$ cat src/rtl/arf_pkg.sv
// auxiliary relay flags: register map, reset values and carriers
// shared by the relay block top and its calc bank helper
package arf_pkg;
  localparam logic [7:0] ADDR_CTRL = 8'h00;
  localparam logic [7:0] ADDR_STAT = 8'h04;
  localparam logic [7:0] ADDR_IRQ_STAT = 8'h08;
  localparam logic [7:0] ADDR_IRQ_MASK = 8'h0C;
  localparam logic [7:0] ADDR_CALC_FIRST = 8'h10;
  localparam logic [7:0] ADDR_CALC_LAST = 8'h1C;
  localparam logic [7:0] ADDR_ITEM_USE = 8'h20;
  localparam logic [7:0] ADDR_TRIG_LVL = 8'h24;

  localparam int CALC_RELAYS = 110;
  localparam int CALC_WORDS = 4;

  localparam int IRQ_JUDGE = 0;
  localparam int IRQ_ERROR = 1;
  localparam int IRQ_TRIG = 2;
  localparam int STAT_CONST_OFF = 4;

  localparam logic [4:0] CTRL_RST = 5'h00;
  localparam logic [2:0] IRQ_RST = 3'h0;
  localparam logic [15:0] ITEM_USE_RST = 16'hFFFF;
  localparam logic [15:0] TRIG_LVL_RST = 16'hC040;
  localparam logic [31:0] WORD_RST = 32'h0000_0000;

  localparam logic [1:0] RESP_OKAY = 2'h0;
  localparam logic [1:0] RESP_SLVERR = 2'h2;

  // control register layout, bit 4 first, down to bit 0 at the bottom
  typedef struct packed {
    logic disp_value;
    logic disp_override;
    logic trig_avg_mode;
    logic run_continuous;
    logic calc_clear;
  } arf_ctrl_t;

  // per-image statistics from the image front end, same clock
  typedef struct packed {
    logic valid;
    logic [17:0] image_area;
    logic [17:0] white_area;
    logic [7:0] avg_level;
  } arf_image_stat_t;

  // measurement outcome from the evaluation engine, same clock
  typedef struct packed {
    logic done;
    logic error;
    logic [15:0] item_ok;
  } arf_eval_t;
endpackage

$ cat src/rtl/arf_relays.sv
// auxiliary relay flags top: calc relays, judgement, run request,
// trigger flag, ready mirror, behind an axi4-lite slave with irq
// assumes image and evaluation inputs are on aclk; ready_pin is not
//
// Functional notes
// A bank of 110 general calculation relays is kept for the program.
// While the clear relay is on, all calculation relays read as off.
// Final judgement is on when all used items are good, else off.
// A processing error forces the final judgement off.
// Without display override, the shown result follows the judgement.
// While the run request is held on, measurements start back to back.
// The trigger flag is refreshed from every image, start use or not.
// In binary mode the flag is on when white covers half the image.
// In average mode the flag is on when the level is inside the range.
// The ready mirror relay carries the external ready signal.
// The constant-off relay always reads as zero.
// The program both reads and drives the relays through registers.
`timescale 1ns/1ps
`default_nettype none
module arf_relays
  import arf_pkg::*;
(
  input wire logic aclk,
  input wire logic aresetn,
  input wire logic [7:0] s_axi_awaddr,
  input wire logic [2:0] s_axi_awprot,
  input wire logic s_axi_awvalid,
  output logic s_axi_awready,
  input wire logic [31:0] s_axi_wdata,
  input wire logic [3:0] s_axi_wstrb,
  input wire logic s_axi_wvalid,
  output logic s_axi_wready,
  output logic [1:0] s_axi_bresp,
  output logic s_axi_bvalid,
  input wire logic s_axi_bready,
  input wire logic [7:0] s_axi_araddr,
  input wire logic [2:0] s_axi_arprot,
  input wire logic s_axi_arvalid,
  output logic s_axi_arready,
  output logic [31:0] s_axi_rdata,
  output logic [1:0] s_axi_rresp,
  output logic s_axi_rvalid,
  input wire logic s_axi_rready,
  input wire logic ready_pin,
  input wire arf_pkg::arf_image_stat_t image_stat,
  input wire arf_pkg::arf_eval_t eval_in,
  output logic meas_start,
  output logic final_judgement_relay,
  output logic trigger_condition_flag,
  output logic processing_error_flag,
  output logic ok_display,
  output logic irq
);
  import arf_pkg::*;

  arf_ctrl_t ctrl_r;
  logic [2:0] irq_stat_r, irq_mask_r, irq_event, irq_clear;
  logic [15:0] item_use_r, trig_lvl_r;
  logic ready_mirror_relay, busy_r, items_good, trig_nxt;
  logic aw_got_r, w_got_r, ar_got_r, rd_step_r;
  logic [7:0] awaddr_r, araddr_r;
  logic [31:0] wdata_r, calc_rdata, rd_mux;
  logic [3:0] wstrb_r;
  logic aw_fire, w_fire, b_fire, ar_fire, r_fire;
  logic do_write, wr_ok, calc_wr, rd_ok;

  assign aw_fire = s_axi_awvalid && s_axi_awready;
  assign w_fire = s_axi_wvalid && s_axi_wready;
  assign b_fire = s_axi_bvalid && s_axi_bready;
  assign ar_fire = s_axi_arvalid && s_axi_arready;
  assign r_fire = s_axi_rvalid && s_axi_rready;
  assign do_write = aw_got_r && w_got_r && !s_axi_bvalid;
  assign calc_wr = do_write && awaddr_r >= ADDR_CALC_FIRST &&
                   awaddr_r <= ADDR_CALC_LAST;

  // ready arrives from a pin, so it is resynchronised first
  arf_sync2 u_ready_sync (.aclk(aclk), .aresetn(aresetn), .din(ready_pin),
    .dout(ready_mirror_relay));

  arf_calc_bank u_calc_bank (.aclk(aclk), .aresetn(aresetn),
    .clear(ctrl_r.calc_clear),
    .wr_en(calc_wr),
    .wr_idx(awaddr_r[3:2]), .wdata(wdata_r), .wstrb(wstrb_r),
    .rd_idx(araddr_r[3:2]), .rdata(calc_rdata));

  // write address and data are taken in either order
  always_ff @(posedge aclk)
  begin
    if (!aresetn)
    begin
      aw_got_r <= 1'b0;
      w_got_r <= 1'b0;
      s_axi_awready <= 1'b0;
      s_axi_wready <= 1'b0;
      awaddr_r <= 8'h00;
      wdata_r <= WORD_RST;
      wstrb_r <= 4'h0;
    end
    else
    begin
      s_axi_awready <= b_fire || (!aw_got_r && !aw_fire);
      s_axi_wready <= b_fire || (!w_got_r && !w_fire);
      if (aw_fire)
      begin
        aw_got_r <= 1'b1;
        awaddr_r <= {s_axi_awaddr[7:2], 2'h0};
      end
      else if (b_fire)
        aw_got_r <= 1'b0;
      if (w_fire)
      begin
        w_got_r <= 1'b1;
        wdata_r <= s_axi_wdata;
        wstrb_r <= s_axi_wstrb;
      end
      else if (b_fire)
        w_got_r <= 1'b0;
    end
  end

  always_comb
  begin
    if (awaddr_r == ADDR_CTRL || awaddr_r == ADDR_STAT)
      wr_ok = 1'b1;
    else if (awaddr_r == ADDR_IRQ_STAT || awaddr_r == ADDR_IRQ_MASK)
      wr_ok = 1'b1;
    else if (awaddr_r == ADDR_ITEM_USE || awaddr_r == ADDR_TRIG_LVL)
      wr_ok = 1'b1;
    else if (awaddr_r >= ADDR_CALC_FIRST && awaddr_r <= ADDR_CALC_LAST)
      wr_ok = 1'b1;
    else
      wr_ok = 1'b0;
  end

  always_ff @(posedge aclk)
  begin
    if (!aresetn)
    begin
      s_axi_bvalid <= 1'b0;
      s_axi_bresp <= RESP_OKAY;
    end
    else if (do_write)
    begin
      s_axi_bvalid <= 1'b1;
      s_axi_bresp <= wr_ok ? RESP_OKAY : RESP_SLVERR;
    end
    else if (b_fire)
      s_axi_bvalid <= 1'b0;
  end

  // control registers written by the condition program
  always_ff @(posedge aclk)
  begin
    if (!aresetn)
    begin
      ctrl_r <= CTRL_RST;
      irq_mask_r <= IRQ_RST;
      item_use_r <= ITEM_USE_RST;
      trig_lvl_r <= TRIG_LVL_RST;
    end
    else if (do_write && wstrb_r[0])
    begin
      if (awaddr_r == ADDR_CTRL)
        ctrl_r <= wdata_r[4:0];
      else if (awaddr_r == ADDR_IRQ_MASK)
        irq_mask_r <= wdata_r[2:0];
      else if (awaddr_r == ADDR_ITEM_USE)
        item_use_r[7:0] <= wdata_r[7:0];
      else if (awaddr_r == ADDR_TRIG_LVL)
        trig_lvl_r[7:0] <= wdata_r[7:0];
    end
    if (aresetn && do_write && wstrb_r[1])
    begin
      if (awaddr_r == ADDR_ITEM_USE)
        item_use_r[15:8] <= wdata_r[15:8];
      else if (awaddr_r == ADDR_TRIG_LVL)
        trig_lvl_r[15:8] <= wdata_r[15:8];
    end
  end

  // read: one cycle for the bank's registered word, one for the mux
  always_comb
  begin
    rd_mux = WORD_RST;
    rd_ok = 1'b1;
    if (araddr_r == ADDR_CTRL)
      rd_mux = {27'h0, ctrl_r};
    else if (araddr_r == ADDR_STAT)
    begin
      rd_mux = {25'h0, busy_r, ok_display, 1'b0, processing_error_flag,
                ready_mirror_relay, trigger_condition_flag,
                final_judgement_relay};
    end
    else if (araddr_r == ADDR_IRQ_STAT)
      rd_mux = {29'h0, irq_stat_r};
    else if (araddr_r == ADDR_IRQ_MASK)
      rd_mux = {29'h0, irq_mask_r};
    else if (araddr_r >= ADDR_CALC_FIRST && araddr_r <= ADDR_CALC_LAST)
      rd_mux = calc_rdata;
    else if (araddr_r == ADDR_ITEM_USE)
      rd_mux = {16'h0, item_use_r};
    else if (araddr_r == ADDR_TRIG_LVL)
      rd_mux = {16'h0, trig_lvl_r};
    else
      rd_ok = 1'b0;
  end

  always_ff @(posedge aclk)
  begin
    if (!aresetn)
    begin
      ar_got_r <= 1'b0;
      rd_step_r <= 1'b0;
      araddr_r <= 8'h00;
      s_axi_arready <= 1'b0;
      s_axi_rvalid <= 1'b0;
      s_axi_rdata <= WORD_RST;
      s_axi_rresp <= RESP_OKAY;
    end
    else
    begin
      s_axi_arready <= r_fire || (!ar_got_r && !ar_fire);
      rd_step_r <= ar_got_r && !rd_step_r && !s_axi_rvalid;
      if (ar_fire)
      begin
        ar_got_r <= 1'b1;
        araddr_r <= {s_axi_araddr[7:2], 2'h0};
      end
      else if (r_fire)
        ar_got_r <= 1'b0;
      if (rd_step_r)
      begin
        s_axi_rvalid <= 1'b1;
        s_axi_rdata <= rd_mux;
        s_axi_rresp <= rd_ok ? RESP_OKAY : RESP_SLVERR;
      end
      else if (r_fire)
        s_axi_rvalid <= 1'b0;
    end
  end

  // continuous run: a new start as soon as ready and idle
  always_ff @(posedge aclk)
  begin
    if (!aresetn)
    begin
      meas_start <= 1'b0;
      busy_r <= 1'b0;
    end
    else
    begin
      meas_start <= ctrl_r.run_continuous && ready_mirror_relay &&
                    !busy_r && !meas_start;
      if (meas_start)
        busy_r <= 1'b1;
      else if (eval_in.done)
        busy_r <= 1'b0;
    end
  end

  // error holds until the next start; a same-cycle error wins
  always_ff @(posedge aclk)
  begin
    if (!aresetn)
      processing_error_flag <= 1'b0;
    else if (eval_in.error)
      processing_error_flag <= 1'b1;
    else if (meas_start)
      processing_error_flag <= 1'b0;
  end

  // unused items are ignored so a partial program can still pass
  assign items_good = &(eval_in.item_ok | ~item_use_r);

  always_ff @(posedge aclk)
  begin
    if (!aresetn)
      final_judgement_relay <= 1'b0;
    else if (eval_in.error || (eval_in.done && processing_error_flag))
      final_judgement_relay <= 1'b0;
    else if (eval_in.done)
      final_judgement_relay <= items_good;
  end

  always_ff @(posedge aclk)
  begin
    if (!aresetn)
      ok_display <= 1'b0;
    else if (ctrl_r.disp_override)
      ok_display <= ctrl_r.disp_value;
    else
      ok_display <= final_judgement_relay;
  end

  always_comb
  begin
    if (ctrl_r.trig_avg_mode)
      trig_nxt = image_stat.avg_level >= trig_lvl_r[7:0] &&
                 image_stat.avg_level <= trig_lvl_r[15:8];
    else
      trig_nxt = {image_stat.white_area, 1'b0} >=
                 {1'b0, image_stat.image_area};
  end

  always_ff @(posedge aclk)
  begin
    if (!aresetn)
      trigger_condition_flag <= 1'b0;
    else if (image_stat.valid)
      trigger_condition_flag <= trig_nxt;
  end

  assign irq_event[IRQ_JUDGE] = eval_in.done;
  assign irq_event[IRQ_ERROR] = eval_in.error;
  assign irq_event[IRQ_TRIG] = image_stat.valid &&
                               trig_nxt != trigger_condition_flag;
  assign irq_clear = (do_write && awaddr_r == ADDR_IRQ_STAT && wstrb_r[0])
                     ? wdata_r[2:0] : 3'h0;

  // a new event in the clearing cycle survives the clear
  always_ff @(posedge aclk)
  begin
    if (!aresetn)
    begin
      irq_stat_r <= IRQ_RST;
      irq <= 1'b0;
    end
    else
    begin
      irq_stat_r <= (irq_stat_r & ~irq_clear) | irq_event;
      irq <= |(irq_stat_r & irq_mask_r);
    end
  end
endmodule
`default_nettype wire

$ cat src/rtl/arf_sync2.sv
// two-flop synchroniser for one level from a pin
// assumes the level is slow against aclk
`timescale 1ns/1ps
`default_nettype none
module arf_sync2
(
  input wire logic aclk,
  input wire logic aresetn,
  input wire logic din,
  output logic dout
);
  logic meta_r;

  always_ff @(posedge aclk)
  begin
    if (!aresetn)
    begin
      meta_r <= 1'b0;
      dout <= 1'b0;
    end
    else
    begin
      meta_r <= din;
      dout <= meta_r;
    end
  end
endmodule
`default_nettype wire

$ cat src/rtl/arf_calc_bank.sv
// general-purpose calculation relays, 32 per word and 14 in the top word, registered read
// assumes one writer; clear has priority over any write
`timescale 1ns/1ps
`default_nettype none
module arf_calc_bank
  import arf_pkg::*;
(
  input wire logic aclk,
  input wire logic aresetn,
  input wire logic clear,
  input wire logic wr_en,
  input wire logic [1:0] wr_idx,
  input wire logic [31:0] wdata,
  input wire logic [3:0] wstrb,
  input wire logic [1:0] rd_idx,
  output logic [31:0] rdata
);
  logic [31:0] word_r [CALC_WORDS];

  for (genvar i = 0; i < CALC_WORDS; i++)
  begin : g_word
    localparam int BITS = (CALC_RELAYS - i * 32 >= 32) ? 32 :
                          CALC_RELAYS - i * 32;
    localparam logic [31:0] MASK = 32'hFFFF_FFFF >> (32 - BITS);
    always_ff @(posedge aclk)
    begin
      if (!aresetn)
        word_r[i] <= WORD_RST;
      else if (clear)
        word_r[i] <= WORD_RST;
      else if (wr_en && wr_idx == 2'(i))
      begin
        for (int b = 0; b < 4; b++)
          if (wstrb[b])
            word_r[i][b*8 +: 8] <= wdata[b*8 +: 8] & MASK[b*8 +: 8];
      end
    end
  end

  always_ff @(posedge aclk)
  begin
    if (!aresetn)
      rdata <= WORD_RST;
    else
      rdata <= word_r[rd_idx];
  end
endmodule
`default_nettype wire

$ cat config.mk
export PLATFORM = sky130hd
export DESIGN_NAME = arf_relays
export DESIGN_NICKNAME = d
export VERILOG_FILES = /design/src/rtl/arf_pkg.sv /design/src/rtl/arf_relays.sv /design/src/rtl/arf_sync2.sv /design/src/rtl/arf_calc_bank.sv
export SDC_FILE = /design/constraint.sdc
export NUM_CORES = 1
export LEC_CHECK = 0
export BUFFER_PORTS_ARGS = -buffer_cell sky130_fd_sc_hd__buf_2
export CORE_MARGIN = 2
export CORE_UTILIZATION = 30
export DETAILED_ROUTE_END_ITERATION = 8
export GPL_TIMING_DRIVEN = 0
export REMOVE_ABC_BUFFERS = 1
export SYNTH_ARGS = -nofsm -noshare
export SYNTH_HDL_FRONTEND = slang
export SYNTH_SLANG_ARGS = --single-unit
$ cat constraint.sdc
create_clock -name aclk -period 4.7 [get_ports aclk]
set_input_delay 0.235 -clock aclk [delete_from_list [all_inputs] [get_ports aclk]]
set_output_delay 0.235 -clock aclk [all_outputs]
set_load 0.02 [all_outputs]
==> results of run 1 <==
power by group:
group          internal [mW]  total (mW)  switching [mW]
Sequential              2.64        2.71          0.0693
Clock                   1.57        2.60            1.03
Combinational          0.180       0.388           0.208
Total                   4.39        5.70            1.31
cell type report:
cell class,instances,area (sq um)
Fill cell,4188,26200
Sequential cell,285,6810
Multi-Input combinational cell,797,5310
Timing Repair Buffer,214,1400
Clock buffer,53,1070
Tap cell,539,674
Inverter,53,199
Clock inverter,7,45.0
Antenna cell,2,5.00
per-layer routing:
layer,global-route usage [%],vias to the layer above
li1,-,4568
met4,5.74,0
met5,0,-
met2,24.9,221
met1,20.9,4372
met3,2.55,51
synthesized netlist by cell type (3+ instances only):
master	n	area, sq um
a211oi_1	5	37.5
a21boi_0	72	541
a21o_1	4	30.0
a21oi_1	31	155
a221oi_1	5	43.8
a222oi_1	10	100
a22oi_1	4	30.0
a31oi_1	14	87.6
and2_1	147	920
buf_1	5	18.8
buf_2	9	45.0
buf_4	4	30.0
buf_6	3	33.8
clkbuf_1	46	173
dfxtp_1	175	3500
edfxtp_1	110	3300
ha_1	33	413
inv_1	53	199
mux2i_1	41	410
mux4_2	14	315
nand2_1	166	623
nand2b_1	10	62.6
nand3_1	41	205
nand3b_1	5	37.5
nand4_1	3	18.8
nor2_1	26	97.6
nor2_4	12	135
nor2b_1	35	219
nor3_1	6	30.0
nor3b_1	3	22.5
nor4_1	4	25.0
o211ai_1	5	37.5
o21a_1	5	37.5
o21ai_0	48	240
o22ai_1	4	25.0
or3_1	5	31.3
repair_timing:
item,4_1_cts,5_1_grt
endpoints found under the setup margin,0,0
hold endpoints to repair,48,0
resized for setup,0,0
hold buffers,46,0
worst max-delay path by stage:
stage               slack, ns                         to  cells past startpoint          from
finish                   1.28  u_calc_bank.word_r[2][11]                      5  s_axi_bvalid
global route             1.07  u_calc_bank.word_r[1][13]                      5  s_axi_bvalid
CTS                      0.85  u_calc_bank.word_r[1][18]                      5       aresetn
detailed placement       0.31  u_calc_bank.word_r[1][16]                      5       aresetn
global placement        -0.87   u_calc_bank.word_r[3][6]                      5       aresetn
floorplan                2.00  u_calc_bank.word_r[2][10]                      5  s_axi_bvalid
worst min-delay path: cells and delay by family:
family | cells | cell delay (ns)
buf+inv | 1 | 0.10
compound gates | 1 | 0.07
simple gates | 1 | 0.06
flip-flops by register name, summed over array words and instances, names as in the netlist, 3 cells and up:
name                cells
s_axi_rdata            32
wstrb_r                 4
u_calc_bank.word_r    110
araddr_r                6
ctrl_r                  5
awaddr_r                6
u_calc_bank.rdata      32
irq_mask_r              3
irq_stat_r              3
item_use_r             16
trig_lvl_r             16
wdata_r                32
logic make-up after synthesis:
family	share of synthesized area, %
and+or+nand+nor	20.8
DFF	54.0
AOI/OAI and AO/OA	12.0
buffers and inverters	3.96
muxes	5.85
adders and majority gates	3.28
other	0.0298
stage by stage:
| step | setup TNS, ns | total power, mW | worst slack [ns] | instance area, sq um | cells |
|---|---|---|---|---|---|
| floorplan | 0 | 2.94 | 2.00 | 12300 | 1135 |
| global placement | -67.38 | 3.11 | -0.866 | 13800 | 1837 |
| detailed placement | 0 | 3.13 | 0.314 | 13900 | 1842 |
| CTS | 0 | 5.77 | 0.854 | 15500 | 1948 |
| global route | 0 | 5.92 | 1.07 | 15500 | 1949 |
| finish | 0 | 5.70 | 1.28 | 15500 | 1950 |
==> flow_summary.json, run 1 <==
{
  "status": "completed",
  "port_buffers": 163,
  "netlist_instances": 1201,
  "slowest_stage": "o21ai_0",
  "async_reset_ff_share_pct": 0,
  "min_path_cells": 3,
  "timing.rr.start": "s_axi_bvalid",
  "critPathBufInv": 0,
  "dr_wl_met3_um": 1640,
  "ys_seq_area_share_pct": 54.0,
  "end_kind": "flip-flop",
  "final_common_cell": "dfxtp_1",
  "insertion_delay_ns": 0.52,
  "cp_cell_sequence": "and3b_1 > nor3b_4 > nand3b_2 > or3b_1 > o21ai_0",
  "hold_end": "wdata_r[13]",
  "fin_util_pct": 37.2,
  "yosys_warnings": 0,
  "hold_ws_ns": 0.0190,
  "path_delay_family": "simple AND/OR/NAND/NOR gates",
  "rr_worst_depth": 5,
  "clk_pin_slew_ns": 0.06,
  "wl_per_cell_um": 17.2,
  "track_usage_pct": 15.5,
  "p_leak_nw": 6.13,
  "synth_area_sq_um": 12600,
  "grt_pass1_wl_um": 52900,
  "tightest_slew_ns": 1.35,
  "syn_avg_cell_area_sq_um": 10.5,
  "post-route-period-util_pct": 72.7,
  "max_freq_mhz": 293,
  "start_util_pct": 30.2,
  "p_per_area_nw_per_um2": 367,
  "dominantRegCellSynth": "dfxtp_1",
  "critPathLaunchType": "flip-flop",
  "max-cap-violations": 0,
  "required_ns": 4.81,
  "chipWidth_um": 209,
  "core-area_sq_um": 41700,
  "dr_wl_met2_um": 15500,
  "met1_length_um": 15400,
  "drive_gt1_share_pct": 18.3,
  "synth_seq_cells": 285,
  "setup-violations-final": 0,
  "clockRootBuffer": "clkbuf_16",
  "rr_endpoint": "u_calc_bank.word_r[2][11]",
  "wl_um": 33500,
  "finalHoldViolCount": 0,
  "top_layer": "met4",
  "drcViolationCount": 0,
  "cp_max_fo": 8,
  "cts_buffers": 34,
  "vdd_ir_drop_max_v": 0.000185,
  "arrival_ns": 3.53,
  "dp_hpwl_um": 23100,
  "gr-total-overflow": 0,
  "clock_path_buffers": 3,
  "synth.distinct_cells": 66,
  "rsz0062_at_grt": "no",
  "antenna_found_initial": 1,
  "slew_headroom_pct": 10.2,
  "die_h_um": 209,
  "worst_path_largest_cell_delay_ns": 1.12,
  "min_path_type": "input port to flip-flop",
  "htree_levels": 2,
  "period_needed_ns": 3.42,
  "areaGrowthSynthToFinish_pct": 23.0,
  "drv_slew": 0,
  "rows": 75,
  "final_cell_mix": "dfxtp_1 (173), nand2_1 (165), buf_2 (162)",
  "die_area_sq_um": 43700,
  "first_global_vias": 9365,
  "r2r_slack_ns": 1.28,
  "fin_nets": 1547,
  "critical_path_class": "flip-flop to flip-flop",
  "skew_ns": 0.0243,
  "pin_count": 176,
  "drtPass1Iterations": 5,
  "cts_tree": "yes",
  "min_from": "s_axi_wdata[13]",
  "ant_nets": 0,
  "grt_max_degree": 115,
  "cts.sink_count": 285,
  "synth_edf_count": 110,
  "via_per_inst": 4.72,
  "gp_congestion": 0.878,
  "postCtsSetupBuffers": 0,
  "num_vias": 9212,
  "drtIter0Drc": 510
}
No activity file was read; power rests on OpenSTA's default activity.
==> inputs of run 2 (changes only) <==
clock period = 3.25 ns   (was 4.7 ns; I/O delays follow)
==> run 2 against run 1 <==
  * Sequential cell count unchanged
  * First-iteration DRC count down 0.59%
  * Count of clock-buffer cells in the layout unchanged
  * Register-to-register slack worse by 1.1 ns
  * Clock power up 44%
  * Sequential share of layout area down 0.58 points
  * Global-route usage up 0.054 points
  * Routed wire length up 0.68%
  * Highest routed layer unchanged
==> flow_summary.json, run 2 (synthesized netlist as in run 1, its figures left out) <==
{
  "rr_worst_depth": 5,
  "max-cap-violations": 0,
  "via_per_inst": 4.70,
  "final-seq-area_sq_um": 6810,
  "end_kind": "flip-flop",
  "setup-violations-final": 0,
  "drive_gt1_share_pct": 18.2,
  "clockRootBuffer": "clkbuf_16",
  "die_area_sq_um": 43700,
  "arrival_ns": 3.24,
  "insertion_delay_ns": 0.52,
  "vdd_ir_drop_max_v": 0.000268,
  "clock_path_buffers": 3,
  "pin_count": 176,
  "die_h_um": 209,
  "multi_input_area_sq_um": 5320,
  "wl_um": 33700,
  "period_needed_ns": 3.10,
  "min_from": "s_axi_wvalid",
  "rsz0062_at_grt": "no",
  "dp_hpwl_um": 23100,
  "drtIter0Drc": 507,
  "wl_per_cell_um": 17.1,
  "htree_levels": 2,
  "pre_cts_ws_ns": -1.06,
  "fin_util_pct": 37.7,
  "skew_ns": 0.0212,
  "gr-total-overflow": 0,
  "track_usage_pct": 15.5,
  "port_buffers": 163,
  "hold_ws_ns": 0.0706,
  "drtPass1Iterations": 5,
  "areaGrowthSynthToFinish_pct": 24.7,
  "instances_no_fill": 1969,
  "drv_slew": 0,
  "required_ns": 3.39,
  "r2r_slack_ns": 0.15,
  "grt_pass1_wl_um": 53100,
  "cts_tree": "yes",
  "core-area_sq_um": 41700,
  "first_global_vias": 9438,
  "fill_cells": 4166,
  "cp_max_fo": 8,
  "rows": 75,
  "min_path_cells": 4,
  "largest_register": "u_calc_bank.word_r",
  "finalHoldViolCount": 0,
  "chipWidth_um": 209,
  "num_vias": 9251,
  "hold_end": "wdata_r[2]",
  "ant_nets": 0,
  "dp.cells": 1842,
  "place_area_sq_um": 13900,
  "p_leak_nw": 6.19,
  "cts.sink_count": 285,
  "critical_path_class": "flip-flop to flip-flop",
  "drcViolationCount": 0,
  "post-route-period-util_pct": 95.5,
  "fin_area_sq_um": 15700,
  "min_path_type": "input port to flip-flop",
  "final_cell_mix": "dfxtp_1 (173), nand2_1 (165), buf_2 (162)",
  "slew_headroom_pct": 9.29,
  "antenna_found_initial": 1,
  "tightest_slew_ns": 1.36,
  "gp_congestion": 0.878,
  "timing.rr.start": "s_axi_bvalid",
  "max_freq_mhz": 322,
  "grt_max_degree": 115,
  "fin_nets": 1567,
  "status": "completed",
  "total_power_mw": 8.26,
  "setup_slack_ns": 0.146,
  "critPathLaunchType": "flip-flop",
  "rr_endpoint": "u_calc_bank.word_r[2][2]",
  "final_common_cell": "dfxtp_1",
  "largest_reg_flops": 110,
  "clk_pin_slew_ns": 0.06,
  "cts_buffers": 34,
  "start_util_pct": 30.2,
  "final.setup.tns_ns": 0,
  "p_per_area_nw_per_um2": 525
}
[run 2: changes by cell type in the layout (fill, tap and decap cells not counted), sizes merged]
| cell | delta |
|---|---|
| diode | -1 |
| dlygate4sd3 | +20 |
[run 2: where the power goes]
part           internal [mW]  total [mW]  switching, mW
logic                  0.275       0.579          0.304
registers               3.82        3.92          0.101
clock network           2.26        3.75           1.49
total                   6.36        8.26           1.89
[run 2: timing repair]
action,4_1_cts,5_1_grt
setup endpoints to repair,104,16
resized for setup,13,2
hold buffers,66,0
hold endpoints to repair,60,0
buffers inserted,0,0
cloned,0,0
[run 2: cell type report]
cell class,count,area share [%]
Inverter,53,1.27
Antenna cell,1,0.0159
Clock buffer,53,6.79
Clock inverter,7,0.287
Sequential cell,285,43.3
Timing Repair Buffer,234,10.2
Tap cell,539,4.29
Multi-Input combinational cell,797,33.8
[run 2: worst max-delay path, stage by stage, from the launching register on]
cell	delay, ns
dfxtp_1	0.33
and3b_1	0.44
nor3b_4	0.28
nand3b_2	0.17
or3b_1	0.68
o21ai_1	0.81
[run 2: worst max-delay path by stage]
stage / start / to / slack, ns / cells past startpoint
2_1_floorplan: s_axi_bvalid / u_calc_bank.word_r[2][10] / 0.55 / 5
5_1_grt: aresetn / u_calc_bank.word_r[3][5] / 0.007 / 6
3_3_place_gp: aresetn / u_calc_bank.word_r[3][6] / -2.24 / 5
6_report: s_axi_bvalid / u_calc_bank.word_r[2][2] / 0.15 / 5
3_5_place_dp: aresetn / u_calc_bank.word_r[1][16] / -1.06 / 5
4_1_cts: s_axi_bvalid / u_calc_bank.word_r[0][24] / 0.02 / 5
[run 2: metal layers]
layer / up-vias / part of all wire, % / GRT usage, %
met1: 4386 / 46 / 21.0
met5: - / 0 / 0
met3: 49 / 4.2 / 2.42
met4: 0 / 2.8 / 5.74
met2: 212 / 46 / 25.2
li1: 4604 / - / -
==> inputs of run 3 (changes only) <==
SYNTH_HIERARCHICAL = 1   (was unset)
clock period = 3.7 ns   (was 3.25 ns; I/O delays follow)
==> run 3 against run 2 <==
  * Largest cell class unchanged
  * Critical path type unchanged
  * Setup slack better by 0.074 ns
  * Via count up 4.6%
  * Design area down 0.30%
  * Largest power group unchanged
  * Critical endpoint is now u_calc_bank/word_r[2][28]
==> flow_summary.json, run 3 <==
{
  "status": "completed",
  "track_usage_pct": 15.3,
  "yosys.area.top_type": "dfxtp_1",
  "async_reset_ff_share_pct": 0,
  "synth.distinct_cells": 63,
  "fin_nets": 1617,
  "num_vias": 9678,
  "synth_top_area_share_pct": 28.1,
  "gr-total-overflow": 0,
  "clockRootBuffer": "clkbuf_16",
  "htree_levels": 1,
  "largest_register": "u_calc_bank/word_r",
  "first_global_vias": 9639,
  "start_util_pct": 30.5,
  "setup-violations-final": 0,
  "synth_seq_cells": 285,
  "drcViolationCount": 0,
  "period_needed_ns": 3.48,
  "synth_area_leaders": "dfxtp_1 (28%), edfxtp_1 (26%), nand2_1 (5.7%)",
  "grt_max_degree": 126,
  "via_per_inst": 4.81,
  "wl_per_cell_um": 16.8,
  "clk_pin_slew_ns": 0.06,
  "skew_ns": 0.0153,
  "min_path_type": "input port to flip-flop",
  "die_area_sq_um": 43200,
  "rr_endpoint": "u_calc_bank/word_r[2][28]",
  "max_freq_mhz": 287,
  "hold_end": "aw_got_r",
  "rows": 74,
  "core-area_sq_um": 40900,
  "synth_area_sq_um": 12500,
  "min_path_cells": 3,
  "insertion_delay_ns": 0.57,
  "dp_hpwl_um": 22500,
  "drtIter0Drc": 857,
  "fin_area_sq_um": 15700,
  "cts.sink_count": 285,
  "yosys_warnings": 6,
  "areaGrowthSynthToFinish_pct": 25.6,
  "critical_path_class": "flip-flop to flip-flop",
  "chipWidth_um": 208,
  "cp_cell_sequence": "nand3b_1 > nor3_1 > and3b_1 > nand4b_1 > nor3b_2 > nand2b_1",
  "p_leak_nw": 6.09,
  "netlist_instances": 1236,
  "cts_buffers": 30,
  "critPathLaunchType": "flip-flop",
  "finalHoldViolCount": 0,
  "final.setup.tns_ns": 0,
  "clock_path_buffers": 3,
  "largest_reg_flops": 110,
  "slew_headroom_pct": 14.9,
  "ys_seq_area_share_pct": 54.6,
  "drive_gt1_share_pct": 15.9,
  "min_from": "s_axi_awvalid",
  "port_buffers": 163,
  "required_ns": 3.91,
  "total_power_mw": 7.07,
  "slowest_stage": "nor3_1",
  "cp_max_fo": 9,
  "wl_um": 33900,
  "ant_nets": 0,
  "max-cap-violations": 0,
  "r2r_slack_ns": 0.22,
  "drtPass1Iterations": 8,
  "place_area_sq_um": 13800,
  "antenna_found_initial": 0,
  "timing.rr.start": "s_axi_bvalid",
  "vdd_ir_drop_max_v": 0.000309,
  "pin_count": 176,
  "dominantRegCellSynth": "dfxtp_1",
  "drv_slew": 0,
  "rr_worst_depth": 6,
  "syn_avg_cell_area_sq_um": 10.1,
  "grt_pass1_wl_um": 52800,
  "tightest_slew_ns": 1.27,
  "synth_edf_count": 110,
  "cts_tree": "yes",
  "hold_ws_ns": 0.159,
  "final_cell_mix": "nand2_1 (189), dfxtp_1 (172), buf_2 (162)",
  "die_h_um": 208,
  "yosysMostFrequentCell": "nand2_1",
  "worst_path_largest_cell_delay_ns": 0.84,
  "p_per_area_nw_per_um2": 451,
  "synth.top_cells.by_count": "nand2_1 (190), dfxtp_1 (175), edfxtp_1 (110)",
  "arrival_ns": 3.69,
  "final_common_cell": "nand2_1",
  "rsz0062_at_grt": "no",
  "post-route-period-util_pct": 94.1,
  "gp_congestion": 0.848,
  "end_kind": "flip-flop",
  "diodes": 0
}
## run 3: cell count changes after synthesis, sizes merged, moves of 13 or more
cell,change
and2,-101
nor2,+64
nand2,+26
mux2i,+23
nand2b,+18
o22ai,+16
mux4,-14
nand3b,+13
## run 3: report_power, final
| part | internal, mW | total [mW] | switching, mW |
|---|---|---|---|
| registers | 3.36 | 3.45 | 0.0905 |
| clock network | 1.82 | 3.07 | 1.24 |
| logic | 0.262 | 0.552 | 0.290 |
| total | 5.45 | 7.07 | 1.62 |
## run 3: logic make-up (layout without fill, tap and decap cells)
group | after synthesis | in the layout | share of synthesized area [%]
other | 1 | 2 | 0.0301
flip-flops | 285 | 285 | 54.6
multiplexers | 66 | 66 | 5.32
AND/OR/NAND/NOR | 497 | 497 | 19.6
adder cells (fa/ha/maj) | 33 | 33 | 3.31
AO/OA/AOI/OAI | 228 | 228 | 12.7
buffers and inverters | 126 | 368 | 4.39
## run 3: cell type report
type,instances,area [sq um]
inverters,54,203
clock inverters,13,135
flip-flops and latches,285,6810
multi-input cells,826,5150
clock buffers,43,863
fillers,4050,25300
well taps,532,666
repair buffers,258,1840
## run 3: per-layer routing
metal	GRT usage, %	part of all wire (%)	vias up
met5	0	0	-
met4	3.37	2.1	0
met3	2.65	6.3	50
met2	25.9	46	290
met1	20.5	45	4578
li1	-	-	4760
## run 3: how the worst max path moves through the flow
stage	cells past startpoint	from	endpoint	slack [ns]
after floorplan	5	araddr_r[3]	s_axi_rdata[1]	-0.02
after global placement	5	araddr_r[3]	s_axi_rdata[1]	-2.09
after detailed placement	6	s_axi_bvalid	u_calc_bank/word_r[2][28]	0.28
after CTS	6	s_axi_bvalid	u_calc_bank/word_r[2][28]	0.25
after global routing	6	s_axi_bvalid	u_calc_bank/word_r[2][31]	0.04
final	6	s_axi_bvalid	u_calc_bank/word_r[2][28]	0.22
## run 3: repair_timing
action / in CTS / in global routing
endpoints found under the hold margin: 81 / 0
endpoints found under the setup margin: 0 / 0
hold buffers: 88 / 0
setup buffers: 0 / 0
gates resized for setup: 0 / 0
## run 3: critical path, delay by kind of cell, from the launching register on
| kind | cells | cell delay (ns) |
|---|---|---|
| flops | 1 | 0.33 |
| simple gates | 6 | 2.78 |
## run 3: per-stage QoR
step                utilization (%)  std cells  setup WS (ns)
detailed placement             33.7       1867          0.282
floorplan                         -       1165        -0.0159
global route                   38.3       2011         0.0448
finish                         38.3       2011          0.219
global placement               33.3       1860          -2.09
CTS                            38.3       2011          0.250
